[config.mk]
export PLATFORM = sky130hd
export DESIGN_NAME = core_trim_register_bank
export DESIGN_NICKNAME = d
export VERILOG_FILES = /design/src/include/trim_bank_pkg.sv /design/src/hw/trim_fuse_loader.sv /design/src/hw/core_trim_register_bank.sv
export VERILOG_INCLUDE_DIRS = /design/src /design/src/include
export SDC_FILE = /design/constraint.sdc
export NUM_CORES = 1
export LEC_CHECK = 0
export ABC_CLOCK_PERIOD_IN_PS = 3500
export BUFFER_PORTS_ARGS = -buffer_cell sky130_fd_sc_hd__buf_2
export CORE_ASPECT_RATIO = 0.5
export CORE_UTILIZATION = 55
export CTS_BUF_LIST = sky130_fd_sc_hd__clkbuf_16
export CTS_CLUSTER_SIZE = 40
export DETAILED_ROUTE_END_ITERATION = 7
export GPL_TIMING_DRIVEN = 0
export PLACE_DENSITY = 0.77
export SYNTH_ARGS = -nofsm -noshare
export SYNTH_HDL_FRONTEND = slang
export SYNTH_SLANG_ARGS = --single-unit
[constraint.sdc]
create_clock -name CORE_CLK -period 3.5 [get_ports CORE_CLK]
set_clock_uncertainty 0.15 [all_clocks]
set_input_delay 1.05 -clock CORE_CLK [delete_from_list [all_inputs] [get_ports CORE_CLK]]
set_output_delay 1.05 -clock CORE_CLK [all_outputs]
set_load 0.03 [all_outputs]
[src/include/trim_bank_regs.svh]
// trim register bank: offsets, field positions, reset and response codes
// assumes AXI4-Lite byte addressing; a register's byte address is its
// printed index times four
`ifndef TRIM_BANK_REGS_SVH
`define TRIM_BANK_REGS_SVH

// register indices as printed; byte address = index * 4
`define TRIM_IDX_OFS_A_IN1   12'h348
`define TRIM_IDX_OFS_A_IN2   12'h34A
`define TRIM_IDX_OFS_B_IN1   12'h34C
`define TRIM_IDX_OFS_B_IN2   12'h34E
`define TRIM_IDX_FINE_GAIN_TRIM_BANK_ZERO     12'h360
`define TRIM_IDX_FINE_GAIN_TRIM_BANK_ONE     12'h361
`define TRIM_IDX_FINE_GAIN_TRIM_BANK_FOUR     12'h364
`define TRIM_IDX_STATUS      12'h370

// storage slots, also the fuse store word numbers
`define TRIM_SLOT_OFS_A_IN1  3'h0
`define TRIM_SLOT_OFS_A_IN2  3'h1
`define TRIM_SLOT_OFS_B_IN1  3'h2
`define TRIM_SLOT_OFS_B_IN2  3'h3
`define TRIM_SLOT_FINE_GAIN_TRIM_BANK_ZERO    3'h4
`define TRIM_SLOT_FINE_GAIN_TRIM_BANK_ONE    3'h5
`define TRIM_SLOT_FINE_GAIN_TRIM_BANK_FOUR    3'h6
`define TRIM_SLOT_STATUS     3'h7
`define TRIM_NUM_SLOTS       7
`define TRIM_WORD_ADDR_W     12

// field layout
`define TRIM_OFS_MSB         11
`define TRIM_OFS_LSB         0
`define TRIM_GAIN_MSB        4
`define TRIM_GAIN_LSB        0
`define TRIM_LOW_BYTE_MSB    7
`define TRIM_HIGH_BYTE_LSB   8
`define TRIM_STAT_DONE_BIT   0
`define TRIM_STAT_BUSY_BIT   1

// masks of implemented bits, reset and response codes
`define TRIM_WIDE_MASK       16'hFFFF
`define TRIM_NARROW_MASK     16'h00FF
`define TRIM_CLEAR_WORD      16'h0000
`define TRIM_CLEAR_OFS       12'h000
`define TRIM_CLEAR_GAIN      5'h00
`define TRIM_CLEAR_BUS       32'h0000_0000
`define TRIM_RESP_OKAY       2'h0
`define TRIM_RESP_SLVERR     2'h2

`endif

[src/include/trim_bank_pkg.sv]
// trim register bank: shared types
// assumes trim_bank_regs.svh for numeric constants
package trim_bank_pkg;

  typedef logic [2:0]  slot_idx_t;
  typedef logic [15:0] trim_word_t;

  // fuse loader sequencing, one-hot
  typedef enum logic [2:0] {
    LD_REQ     = 3'b001,
    LD_CAPTURE = 3'b010,
    LD_DONE    = 3'b100
  } loader_state_t;

  // operating point from the calibration engine
  typedef struct packed {
    logic fg_cal_en;
    logic core_a_second_input;
    logic core_a_quad_phase;
    logic core_b_second_input;
    logic core_b_quad_phase;
  } cal_select_t;

  // trims applied to the converter cores
  typedef struct packed {
    logic [11:0] core_a_offset;
    logic        core_a_offset_valid;
    logic [11:0] core_b_offset;
    logic        core_b_offset_valid;
    logic [4:0]  gain_bank_zero;
    logic [4:0]  gain_bank_one;
    logic [4:0]  gain_bank_four;
  } trim_apply_t;

  // read request to the fuse store
  typedef struct packed {
    logic      en;
    slot_idx_t idx;
  } fuse_req_t;

  // one fuse word headed for a trim slot
  typedef struct packed {
    logic       load;
    slot_idx_t  idx;
    trim_word_t data;
  } fuse_load_t;

endpackage

[src/hw/trim_fuse_loader.sv]
// trim register bank: fuse store sequencer
// assumes a fuse store on CORE_CLK answering a read one cycle later
`timescale 1ns/100ps

`include "trim_bank_regs.svh"

module trim_fuse_loader #(
  parameter int NUM_SLOTS = `TRIM_NUM_SLOTS
) (
  input  wire logic                    clk,
  input  wire logic                    reset_n,
  output trim_bank_pkg::fuse_req_t     fuse_req,
  input  wire trim_bank_pkg::trim_word_t fuse_data,
  output trim_bank_pkg::fuse_load_t    load,
  output logic                         done
);

  trim_bank_pkg::loader_state_t state;
  trim_bank_pkg::slot_idx_t     idx;

  initial begin
    if (NUM_SLOTS < 1 || NUM_SLOTS > 7) begin
      $error("trim_fuse_loader: NUM_SLOTS out of range");
    end
  end

  // walk every slot once after reset: request, then capture
  always_ff @(posedge clk) begin
    if (!reset_n) begin
      state <= trim_bank_pkg::LD_REQ;
      idx   <= `TRIM_SLOT_OFS_A_IN1;
    end else begin
      case (state)
        trim_bank_pkg::LD_REQ: begin
          state <= trim_bank_pkg::LD_CAPTURE;
        end
        trim_bank_pkg::LD_CAPTURE: begin
          if (idx == 3'(NUM_SLOTS - 1)) begin
            state <= trim_bank_pkg::LD_DONE;
          end else begin
            idx   <= idx + 3'h1;
            state <= trim_bank_pkg::LD_REQ;
          end
        end
        trim_bank_pkg::LD_DONE: begin
          state <= trim_bank_pkg::LD_DONE;
        end
        default: begin
          state <= trim_bank_pkg::LD_REQ;
        end
      endcase
    end
  end

  // request and capture strobes
  assign fuse_req.en  = (state == trim_bank_pkg::LD_REQ);
  assign fuse_req.idx = idx;
  assign load.load    = (state == trim_bank_pkg::LD_CAPTURE);
  assign load.idx     = idx;
  assign load.data    = fuse_data;
  assign done         = (state == trim_bank_pkg::LD_DONE);

endmodule // trim_fuse_loader

[src/hw/core_trim_register_bank.sv]
// trim register bank for a dual-core interleaved converter: offset and
// fine gain trims behind an AXI4-Lite slave, seeded from a fuse store
// assumes calibration selects and fuse data arrive on CORE_CLK
//
// Chosen here: register access over AXI4-Lite.
`timescale 1ns/100ps

`include "trim_bank_regs.svh"

module core_trim_register_bank #(
  parameter int ADDR_W = 14
) (
  input  wire logic                      CORE_CLK,
  input  wire logic                      RESET_N,
  // AXI4-Lite write address
  input  wire logic [ADDR_W-1:0]         S_AXI_AWADDR,
  input  wire logic                      S_AXI_AWVALID,
  output logic                           S_AXI_AWREADY,
  // AXI4-Lite write data
  input  wire logic [31:0]               S_AXI_WDATA,
  input  wire logic [3:0]                S_AXI_WSTRB,
  input  wire logic                      S_AXI_WVALID,
  output logic                           S_AXI_WREADY,
  // AXI4-Lite write response
  output logic [1:0]                     S_AXI_BRESP,
  output logic                           S_AXI_BVALID,
  input  wire logic                      S_AXI_BREADY,
  // AXI4-Lite read address
  input  wire logic [ADDR_W-1:0]         S_AXI_ARADDR,
  input  wire logic                      S_AXI_ARVALID,
  output logic                           S_AXI_ARREADY,
  // AXI4-Lite read data
  output logic [31:0]                    S_AXI_RDATA,
  output logic [1:0]                     S_AXI_RRESP,
  output logic                           S_AXI_RVALID,
  input  wire logic                      S_AXI_RREADY,
  // calibration engine and converter cores
  input  wire trim_bank_pkg::cal_select_t CAL_SELECT,
  output trim_bank_pkg::trim_apply_t     TRIM_APPLY,
  // fuse store
  output trim_bank_pkg::fuse_req_t       FUSE_REQ,
  input  wire trim_bank_pkg::trim_word_t FUSE_DATA,
  output logic                           LOAD_DONE
);

  localparam int SLOTS = `TRIM_NUM_SLOTS;

  // trim storage, one 16-bit word per slot
  trim_bank_pkg::trim_word_t  trim_reg [SLOTS];

  // fuse loader hookup
  trim_bank_pkg::fuse_load_t  fuse_load;
  logic                       load_done;

  // write channel holding registers
  logic                       aw_held;
  logic [ADDR_W-1:0]          aw_addr;
  logic                       w_held;
  logic [31:0]                w_data;
  logic [3:0]                 w_strb;
  logic                       wr_fire;
  logic                       wr_hit;
  trim_bank_pkg::slot_idx_t   wr_slot;

  // read channel
  logic                       ar_fire;
  logic                       rd_hit;
  trim_bank_pkg::slot_idx_t   rd_slot;
  logic [31:0]                next_rdata;

  initial begin
    if (ADDR_W < `TRIM_WORD_ADDR_W + 2 || ADDR_W > 32) begin
      $error("core_trim_register_bank: ADDR_W must be 14 to 32");
    end
  end

  // printed index of each slot
  function automatic logic [11:0] slot_index(
    input trim_bank_pkg::slot_idx_t s
  );
    case (s)
      `TRIM_SLOT_OFS_A_IN1: slot_index = `TRIM_IDX_OFS_A_IN1;
      `TRIM_SLOT_OFS_A_IN2: slot_index = `TRIM_IDX_OFS_A_IN2;
      `TRIM_SLOT_OFS_B_IN1: slot_index = `TRIM_IDX_OFS_B_IN1;
      `TRIM_SLOT_OFS_B_IN2: slot_index = `TRIM_IDX_OFS_B_IN2;
      `TRIM_SLOT_FINE_GAIN_TRIM_BANK_ZERO:   slot_index = `TRIM_IDX_FINE_GAIN_TRIM_BANK_ZERO;
      `TRIM_SLOT_FINE_GAIN_TRIM_BANK_ONE:   slot_index = `TRIM_IDX_FINE_GAIN_TRIM_BANK_ONE;
      `TRIM_SLOT_FINE_GAIN_TRIM_BANK_FOUR:   slot_index = `TRIM_IDX_FINE_GAIN_TRIM_BANK_FOUR;
      default:              slot_index = `TRIM_IDX_STATUS;
    endcase
  endfunction

  // implemented bits of a slot: offsets 16 bits, gains 8 bits
  function automatic trim_bank_pkg::trim_word_t slot_mask(
    input trim_bank_pkg::slot_idx_t s
  );
    if (s < `TRIM_SLOT_FINE_GAIN_TRIM_BANK_ZERO) begin
      slot_mask = `TRIM_WIDE_MASK;
    end else begin
      slot_mask = `TRIM_NARROW_MASK;
    end
  endfunction

  // byte address to slot; a miss on unaligned or unmapped addresses
  function automatic logic [3:0] decode(input logic [ADDR_W-1:0] a);
    logic [ADDR_W-1:0] word;
    decode = {1'b0, `TRIM_SLOT_STATUS};
    word   = a >> 2;
    if (a[1:0] == 2'h0) begin
      for (int i = 0; i <= SLOTS; i++) begin
        if (word == ADDR_W'(slot_index(3'(i)))) begin
          decode = {1'b1, 3'(i)};
        end
      end
    end
  endfunction

  // fuse store sequencer; the bus stalls until it finishes
  trim_fuse_loader #(
    .NUM_SLOTS (SLOTS)
  ) u_loader (
    .clk       (CORE_CLK),
    .reset_n   (RESET_N),
    .fuse_req  (FUSE_REQ),
    .fuse_data (FUSE_DATA),
    .load      (fuse_load),
    .done      (load_done)
  );

  assign LOAD_DONE = load_done;

  // channel ready terms, all closed while the fuse load runs
  assign S_AXI_AWREADY = load_done && !aw_held;
  assign S_AXI_WREADY  = load_done && !w_held;
  assign S_AXI_ARREADY = load_done && !S_AXI_RVALID;

  // a write executes once address and data are both held
  assign wr_fire = aw_held && w_held && !S_AXI_BVALID;
  assign {wr_hit, wr_slot} = decode(aw_addr);
  assign ar_fire = S_AXI_ARVALID && S_AXI_ARREADY;
  assign {rd_hit, rd_slot} = decode(S_AXI_ARADDR);

  // capture write address, either order against data
  always_ff @(posedge CORE_CLK) begin
    if (!RESET_N) begin
      aw_held <= 1'b0;
      aw_addr <= '0;
    end else if (S_AXI_AWVALID && S_AXI_AWREADY) begin
      aw_held <= 1'b1;
      aw_addr <= S_AXI_AWADDR;
    end else if (wr_fire) begin
      aw_held <= 1'b0;
    end
  end

  // capture write data and strobes
  always_ff @(posedge CORE_CLK) begin
    if (!RESET_N) begin
      w_held <= 1'b0;
      w_data <= `TRIM_CLEAR_BUS;
      w_strb <= 4'h0;
    end else if (S_AXI_WVALID && S_AXI_WREADY) begin
      w_held <= 1'b1;
      w_data <= S_AXI_WDATA;
      w_strb <= S_AXI_WSTRB;
    end else if (wr_fire) begin
      w_held <= 1'b0;
    end
  end

  // write response; unmapped or unaligned gets SLVERR
  always_ff @(posedge CORE_CLK) begin
    if (!RESET_N) begin
      S_AXI_BVALID <= 1'b0;
      S_AXI_BRESP  <= `TRIM_RESP_OKAY;
    end else if (wr_fire) begin
      S_AXI_BVALID <= 1'b1;
      S_AXI_BRESP  <= wr_hit ? `TRIM_RESP_OKAY : `TRIM_RESP_SLVERR;
    end else if (S_AXI_BREADY) begin
      S_AXI_BVALID <= 1'b0;
    end
  end

  // trim storage: fuse load, then byte-lane writes from the bus
  for (genvar g = 0; g < SLOTS; g++) begin : g_slot
    localparam trim_bank_pkg::slot_idx_t SLOT = 3'(g);
    trim_bank_pkg::trim_word_t lane_mask;
    trim_bank_pkg::trim_word_t next_word;

    // reserved bits are stored like the field bits
    always_comb begin
      lane_mask = {{8{w_strb[1]}}, {8{w_strb[0]}}} & slot_mask(SLOT);
      next_word = (trim_reg[g] & ~lane_mask)
                | (w_data[15:0] & lane_mask);
    end

    always_ff @(posedge CORE_CLK) begin
      if (!RESET_N) begin
        trim_reg[g] <= `TRIM_CLEAR_WORD;
      end else if (fuse_load.load && fuse_load.idx == SLOT) begin
        trim_reg[g] <= fuse_load.data & slot_mask(SLOT);
      end else if (wr_fire && wr_hit && wr_slot == SLOT) begin
        trim_reg[g] <= next_word;
      end
    end
  end

  // read value of a decoded slot, upper bits zero
  always_comb begin
    next_rdata = `TRIM_CLEAR_BUS;
    if (rd_slot == `TRIM_SLOT_STATUS) begin
      next_rdata[`TRIM_STAT_DONE_BIT] = load_done;
      next_rdata[`TRIM_STAT_BUSY_BIT] = !load_done;
    end else begin
      next_rdata[15:0] = trim_reg[rd_slot] & slot_mask(rd_slot);
    end
  end

  // read data channel, one read outstanding
  always_ff @(posedge CORE_CLK) begin
    if (!RESET_N) begin
      S_AXI_RVALID <= 1'b0;
      S_AXI_RDATA  <= `TRIM_CLEAR_BUS;
      S_AXI_RRESP  <= `TRIM_RESP_OKAY;
    end else if (ar_fire) begin
      S_AXI_RVALID <= 1'b1;
      S_AXI_RDATA  <= rd_hit ? next_rdata : `TRIM_CLEAR_BUS;
      S_AXI_RRESP  <= rd_hit ? `TRIM_RESP_OKAY : `TRIM_RESP_SLVERR;
    end else if (S_AXI_RREADY) begin
      S_AXI_RVALID <= 1'b0;
    end
  end

  // core A offset: foreground calibration on the 90 degree phase
  always_ff @(posedge CORE_CLK) begin
    if (!RESET_N) begin
      TRIM_APPLY.core_a_offset       <= `TRIM_CLEAR_OFS;
      TRIM_APPLY.core_a_offset_valid <= 1'b0;
    end else if (load_done && CAL_SELECT.fg_cal_en
                 && CAL_SELECT.core_a_quad_phase) begin
      TRIM_APPLY.core_a_offset_valid <= 1'b1;
      if (CAL_SELECT.core_a_second_input) begin
        TRIM_APPLY.core_a_offset <= trim_reg[`TRIM_SLOT_OFS_A_IN2]
                                    [`TRIM_OFS_MSB:`TRIM_OFS_LSB];
      end else begin
        TRIM_APPLY.core_a_offset <= trim_reg[`TRIM_SLOT_OFS_A_IN1]
                                    [`TRIM_OFS_MSB:`TRIM_OFS_LSB];
      end
    end else begin
      TRIM_APPLY.core_a_offset       <= `TRIM_CLEAR_OFS;
      TRIM_APPLY.core_a_offset_valid <= 1'b0;
    end
  end

  // core B offset: foreground calibration on the 0 degree phase
  always_ff @(posedge CORE_CLK) begin
    if (!RESET_N) begin
      TRIM_APPLY.core_b_offset       <= `TRIM_CLEAR_OFS;
      TRIM_APPLY.core_b_offset_valid <= 1'b0;
    end else if (load_done && CAL_SELECT.fg_cal_en
                 && !CAL_SELECT.core_b_quad_phase) begin
      TRIM_APPLY.core_b_offset_valid <= 1'b1;
      if (CAL_SELECT.core_b_second_input) begin
        TRIM_APPLY.core_b_offset <= trim_reg[`TRIM_SLOT_OFS_B_IN2]
                                    [`TRIM_OFS_MSB:`TRIM_OFS_LSB];
      end else begin
        TRIM_APPLY.core_b_offset <= trim_reg[`TRIM_SLOT_OFS_B_IN1]
                                    [`TRIM_OFS_MSB:`TRIM_OFS_LSB];
      end
    end else begin
      TRIM_APPLY.core_b_offset       <= `TRIM_CLEAR_OFS;
      TRIM_APPLY.core_b_offset_valid <= 1'b0;
    end
  end

  // fine gain trims, reserved bits 7-5 not applied
  always_ff @(posedge CORE_CLK) begin
    if (!RESET_N) begin
      TRIM_APPLY.gain_bank_zero <= `TRIM_CLEAR_GAIN;
      TRIM_APPLY.gain_bank_one  <= `TRIM_CLEAR_GAIN;
      TRIM_APPLY.gain_bank_four <= `TRIM_CLEAR_GAIN;
    end else begin
      TRIM_APPLY.gain_bank_zero <= trim_reg[`TRIM_SLOT_FINE_GAIN_TRIM_BANK_ZERO]
                                   [`TRIM_GAIN_MSB:`TRIM_GAIN_LSB];
      TRIM_APPLY.gain_bank_one  <= trim_reg[`TRIM_SLOT_FINE_GAIN_TRIM_BANK_ONE]
                                   [`TRIM_GAIN_MSB:`TRIM_GAIN_LSB];
      TRIM_APPLY.gain_bank_four <= trim_reg[`TRIM_SLOT_FINE_GAIN_TRIM_BANK_FOUR]
                                   [`TRIM_GAIN_MSB:`TRIM_GAIN_LSB];
    end
  end

endmodule // core_trim_register_bank

==> results of run 1 <==
-- report_power, final --
group          total, mW  internal, mW  leakage, nW  switching [mW]
Sequential          2.39          2.36         1.73          0.0316
Combinational      0.314         0.106         2.07           0.207
Clock               1.96          1.07        0.284           0.889
-- cells in the final DEF (no fill, tap or decap), drive strengths merged, types with 28 or more instances in the layout --
master and count:
buf 180, nand3 28, edfxtp 88, o21ai 63, clkbuf 54, nand2 167
a21oi 57, dfxtp 101, a32o 40, mux2i 60, nor2 44
-- synthesized netlist by cell type (3+ instances only) --
cell and count:
nor3b_1 3, a221oi_1 5, buf_6 5, nor3_1 10, and3_1 13, edfxtp_1 88
dfxtp_1 101, o21ai_1 7, a32o_1 40, xnor2_1 5, a21o_1 3, or3b_1 4
a21oi_1 56, nor2_1 42, nand4bb_1 3, nand2b_1 7, clkbuf_1 37, o21ai_0 55
buf_2 4, and2_1 17, nand3_1 26, ha_1 5, a31o_2 4, inv_1 10
mux2i_1 60, a22o_1 8, mux2_2 4, buf_4 23, a2bb2oi_1 4, buf_1 5
nand4_1 3, nand2_1 167
-- worst reg2reg max path: stages (launching register included) --
cell	delay (ns)
dfxtp_1	0.35
or4b_4	0.56
nor3b_4	0.24
o21ai_2	0.13
a211oi_2	0.21
buf_4	0.23
inv_1	0.07
o21ai_0	0.94
-- cells by family after synthesis --
kind of cell	after synthesis	share of synthesized area [%]
buffers and inverters	87	5.54
other	1	0.0426
multiplexers	64	7.34
AND/OR/NAND/NOR	316	17.3
XOR/XNOR	5	0.498
flip-flops	189	53.0
adder cells (fa/ha/maj)	7	0.938
AO/OA/AOI/OAI	200	15.3
-- path summary, 6_finish.rpt --
path / start / slack, ns / endpoint / cells past startpoint
worst max-delay path: S_AXI_ARADDR[9] / 0.14 / S_AXI_RDATA[1]$_SDFFE_PN0P_ / 6
worst min-delay path: aw_addr[1]$_SDFFE_PN0P_ / 0.31 / aw_addr[1]$_SDFFE_PN0P_ / 2
worst max register to register: aw_addr[2]$_SDFFE_PN0P_ / 0.21 / trim_reg[4][5]$_SDFFCE_PN0P_ / 7
worst min register to register: aw_addr[1]$_SDFFE_PN0P_ / 0.31 / aw_addr[1]$_SDFFE_PN0P_ / 2
-- cell type report --
type / count / area, µm² / area share, %
clock buffer: 17 / 425 / 4.09
tap: 204 / 255 / 2.45
buffer: 76 / 447 / 4.29
inverter: 11 / 41.3 / 0.397
sequential: 189 / 4660 / 44.8
timing repair buffer: 141 / 706 / 6.78
clock inverter: 15 / 160 / 1.54
multi-input combinational: 610 / 3710 / 35.7
-- routing by layer --
metal	wire, µm	global-route usage (%)	share of wire [%]
met5	0	0	0
met4	388	8.55	1.5
met3	2910	6.46	11
met2	11200	48.6	44
met1	11000	44.5	43
-- per-stage QoR --
stage               instances  total power [mW]  hold slack (ns)
CTS                      1263              4.65            0.312
floorplan                 886              2.61            0.281
finish                   1263              4.66            0.307
detailed placement       1231              2.74            0.302
global route             1263              4.79            0.326
global placement         1231              2.74            0.289
==> impl_metrics.tcl, run 1 <==
set metrics [dict create \
    synth_cells 869 \
    cp.buffers_inverters 1 \
    synth_area_leader_cell "edfxtp_1" \
    drc 0 \
    syn_to_final_growth_pct 18.3 \
    p_leak_nw 4.08 \
    async_flop_share_pct 0 \
    grt-ovfl-total 0 \
    io_buffers 141 \
    ctsHoldBuffers 0 \
    design_area_um2 10400 \
    routabilityCongestion 0.928 \
    ys_seq_elements 189 \
    hp-class "flop to flop" \
    pin_count 179 \
    clkSinkCount 189 \
    rsz0062_at_grt "no" \
    crit_family "simple AND/OR/NAND/NOR gates" \
    cp-start-kind "primary input" \
    post-route-min-period_ns 3.36 \
    dpl_cell_area_um2 9830 \
    worst_slack_ns 0.141 \
    postCtsSetupBuffers 0 \
    diodes 0 \
    max-vdd-ir-drop_v 0.000423 \
    max_stage_delay_ns 0.72 \
    synth_edf_count 88 \
    avgSynthCellArea_um2 10.1 \
    cts_resized 0 \
    cts.clk_slew.worst_paths_ns 0.08 \
    routed_wl_mm 25.4 \
    cts_buffers 17 \
    dp_slack_ns -0.179 \
    place_hpwl_mm 18.9 \
    ys_types 67 \
    ys.flop_type "dfxtp_1" \
    avgViaCountPerCell 6.05 \
    routedWlPerCell_um 20.1 \
    endpoint_kind "flop" \
    slew_headroom_pct 18.5 \
    core_um2 15500 \
    htree_levels 4 \
    grt_max_degree 18 \
    first_pass_iters 6 \
    drtIter0Drc 919 \
    fin_crit_sh_pct 96.0 \
    outcome "completed" \
    final_layout_size_suffix_gt1_share_pct 21.3 \
    yosys-top-cells-area "edfxtp_1, dfxtp_1, nand2_1, mux2i_1, a32o_1" \
    crit_type "primary input to flop" \
    hold_violations 0 \
    die_w_um 181 \
    antenna_found_initial 0 \
    max_clock_freq_mhz 298 \
    dieArea_um2 16500 \
    n_fill_cell 1257 \
    antenna_left 0 \
    clk_latency_ns 0.43 \
    yosysSeqAreaShare_pct 53.0 \
    grt_pass1_vias 7052 \
    die_y_um 91.5 \
    cp_max_fo 5 \
    cts_max_path_buffers 2 \
    nets 1143 \
    grt_pass1_wl_mm 39.1 \
    post-route-util_pct 67.0 \
    yosys_warnings 0 \
    maxCapViolCount 0 \
    syn_area_um2 8800 \
    tns_ns 0 \
    cp_slowest_cell "nor4_1" \
    arrival_ns 3.49 \
    required_ns 3.63 \
    grt_use_total_pct 31.4 \
    vias 7643 \
    cts_root_buf "clkbuf_16" \
    worstMarginPinSlew_ns 1.21 \
    drv_slew 0 \
    power_density_nw_per_um2 448 \
    setup_violations 0 \
    initial_utilization_pct 56.7 \
    cts_tree "yes" \
    synth_top_area_share_pct 30.0 \
    path_cells "buf_2, or3b_1, nor4_1, nand2_1, a2111oi_0, o31ai_1" \
    rows 32 \
]
Power figures use the tool's default switching activity.
==> run 2, diff against run 1 <==
RECOVER_POWER = 25   (was default)
==> run 2 against run 1 <==
- sequential power about the same
- first-iteration DRC count decreased by 6.9%
- clock power about the same
- sequential share of layout area increased by 0.34 points
- non-clock buffer count unchanged
- final cell count unchanged
- global-route usage unchanged
- largest cell class unchanged
- highest routed layer unchanged
==> impl_metrics.tcl, run 2 (synthesized netlist as in run 1, its figures left out) <==
set metrics [dict create \
    outcome "completed" \
    worstMarginPinSlew_ns 1.23 \
    hold_ws_ns 0.310 \
    grt_max_degree 18 \
    dp_slack_ns -0.179 \
    cp_slowest_cell "nor4_1" \
    final_common_cell "nand2_1" \
    drc 0 \
    htree_levels 4 \
    pin_count 179 \
    postCtsSetupBuffers 0 \
    die_w_um 181 \
    dieArea_um2 16500 \
    grt_pass1_vias 7052 \
    route.met2.wl_mm 11.1 \
    crit_type "primary input to flop" \
    top_layer "met4" \
    fin_crit_sh_pct 96.2 \
    r2r_slack_ns 0.20 \
    cp.buffers_inverters 1 \
    slew_headroom_pct 17.2 \
    wl_met1_mm 11.1 \
    dr_wl_met3_mm 2.85 \
    power_density_nw_per_um2 452 \
    cp_max_fo 5 \
    mostFrequentLayoutCells "nand2_1, dfxtp_1, clkbuf_1" \
    syn_to_final_growth_pct 17.4 \
    cts_root_buf "clkbuf_16" \
    rsz0062_at_grt "no" \
    initial_utilization_pct 56.7 \
    routabilityCongestion 0.928 \
    drv_slew 0 \
    nets 1143 \
    post-route-min-period_ns 3.37 \
    hp-class "flop to flop" \
    required_ns 3.64 \
    antenna_left 0 \
    io_buffers 141 \
    endpoint_kind "flop" \
    place_hpwl_mm 18.9 \
    tns_ns 0 \
    worst_slack_ns 0.132 \
    clk_latency_ns 0.43 \
    cts_max_path_buffers 2 \
    grt_pass1_wl_mm 39.1 \
    rows 32 \
    cts_tree "yes" \
    routedWlPerCell_um 20.2 \
    die_y_um 91.5 \
    path_cells "buf_2, or3b_1, nor4_1, nand2_1, a2111oi_0, o31ai_1" \
    final_layout_size_suffix_gt1_share_pct 15.5 \
    diodes 0 \
    drtIter0Drc 856 \
    max_clock_freq_mhz 297 \
    routed_wl_mm 25.5 \
    core_um2 15500 \
    maxCapViolCount 0 \
    crit_family "simple AND/OR/NAND/NOR gates" \
    antenna_found_initial 0 \
    p_leak_nw 3.81 \
    avgViaCountPerCell 6.02 \
    cts.clk_slew.worst_paths_ns 0.08 \
    max-vdd-ir-drop_v 0.000429 \
    ctsHoldBuffers 0 \
    first_pass_iters 5 \
    setup_violations 0 \
    arrival_ns 3.51 \
    vias 7597 \
    cts_buffers 17 \
    grt-ovfl-total 0 \
    grt_use_total_pct 31.4 \
    hold_violations 0 \
    max_stage_delay_ns 0.75 \
    cp-start-kind "primary input" \
    clkSinkCount 189 \
    cts_resized 0 \
]
## run 2: path summary, 6_finish.rpt
check,startpoint,end,depth (start not counted)
max reg2reg,aw_addr[2]$_SDFFE_PN0P_,trim_reg[4][5]$_SDFFCE_PN0P_,7
max,S_AXI_ARADDR[9],S_AXI_RDATA[1]$_SDFFE_PN0P_,6
min,aw_addr[1]$_SDFFE_PN0P_,aw_addr[1]$_SDFFE_PN0P_,2
min reg2reg,aw_addr[1]$_SDFFE_PN0P_,aw_addr[1]$_SDFFE_PN0P_,2
## run 2: through the flow
step	cells	total power, mW	area (µm²)	util (%)
after floorplan	886	2.61	8860	-
after global placement	1231	2.74	9830	63.2
after detailed placement	1231	2.74	9830	63.2
after CTS	1263	4.65	10400	67.0
after global routing	1263	4.79	10300	66.5
final	1263	4.67	10300	66.5
## run 2: worst min-delay path: cells and delay by family (launching register included)
family | cells | cell delay [ns]
flops | 1 | 0.31
compound gates | 1 | 0.05
simple gates | 1 | 0.05
## run 2: report_power, final
part	internal, mW	switching [mW]
logic	0.104	0.208
registers	2.36	0.0319
clock network	1.07	0.900
total	3.53	1.14
## run 2: area by class of cell
type,count,area (µm²)
fill,1274,5200
timing repair buffer,141,628
multi-input combinational,610,3710
tap,204,255
clock buffer,17,425
inverter,11,41.3
buffer,76,447
sequential,189,4660
clock inverter,15,160
## run 2: per-layer routing
metal / vias up / track usage [%]
li1: 3476 / -
met1: 3574 / 44.5
met2: 500 / 48.6
met3: 47 / 6.46
met4: 0 / 8.55
met5: - / 0
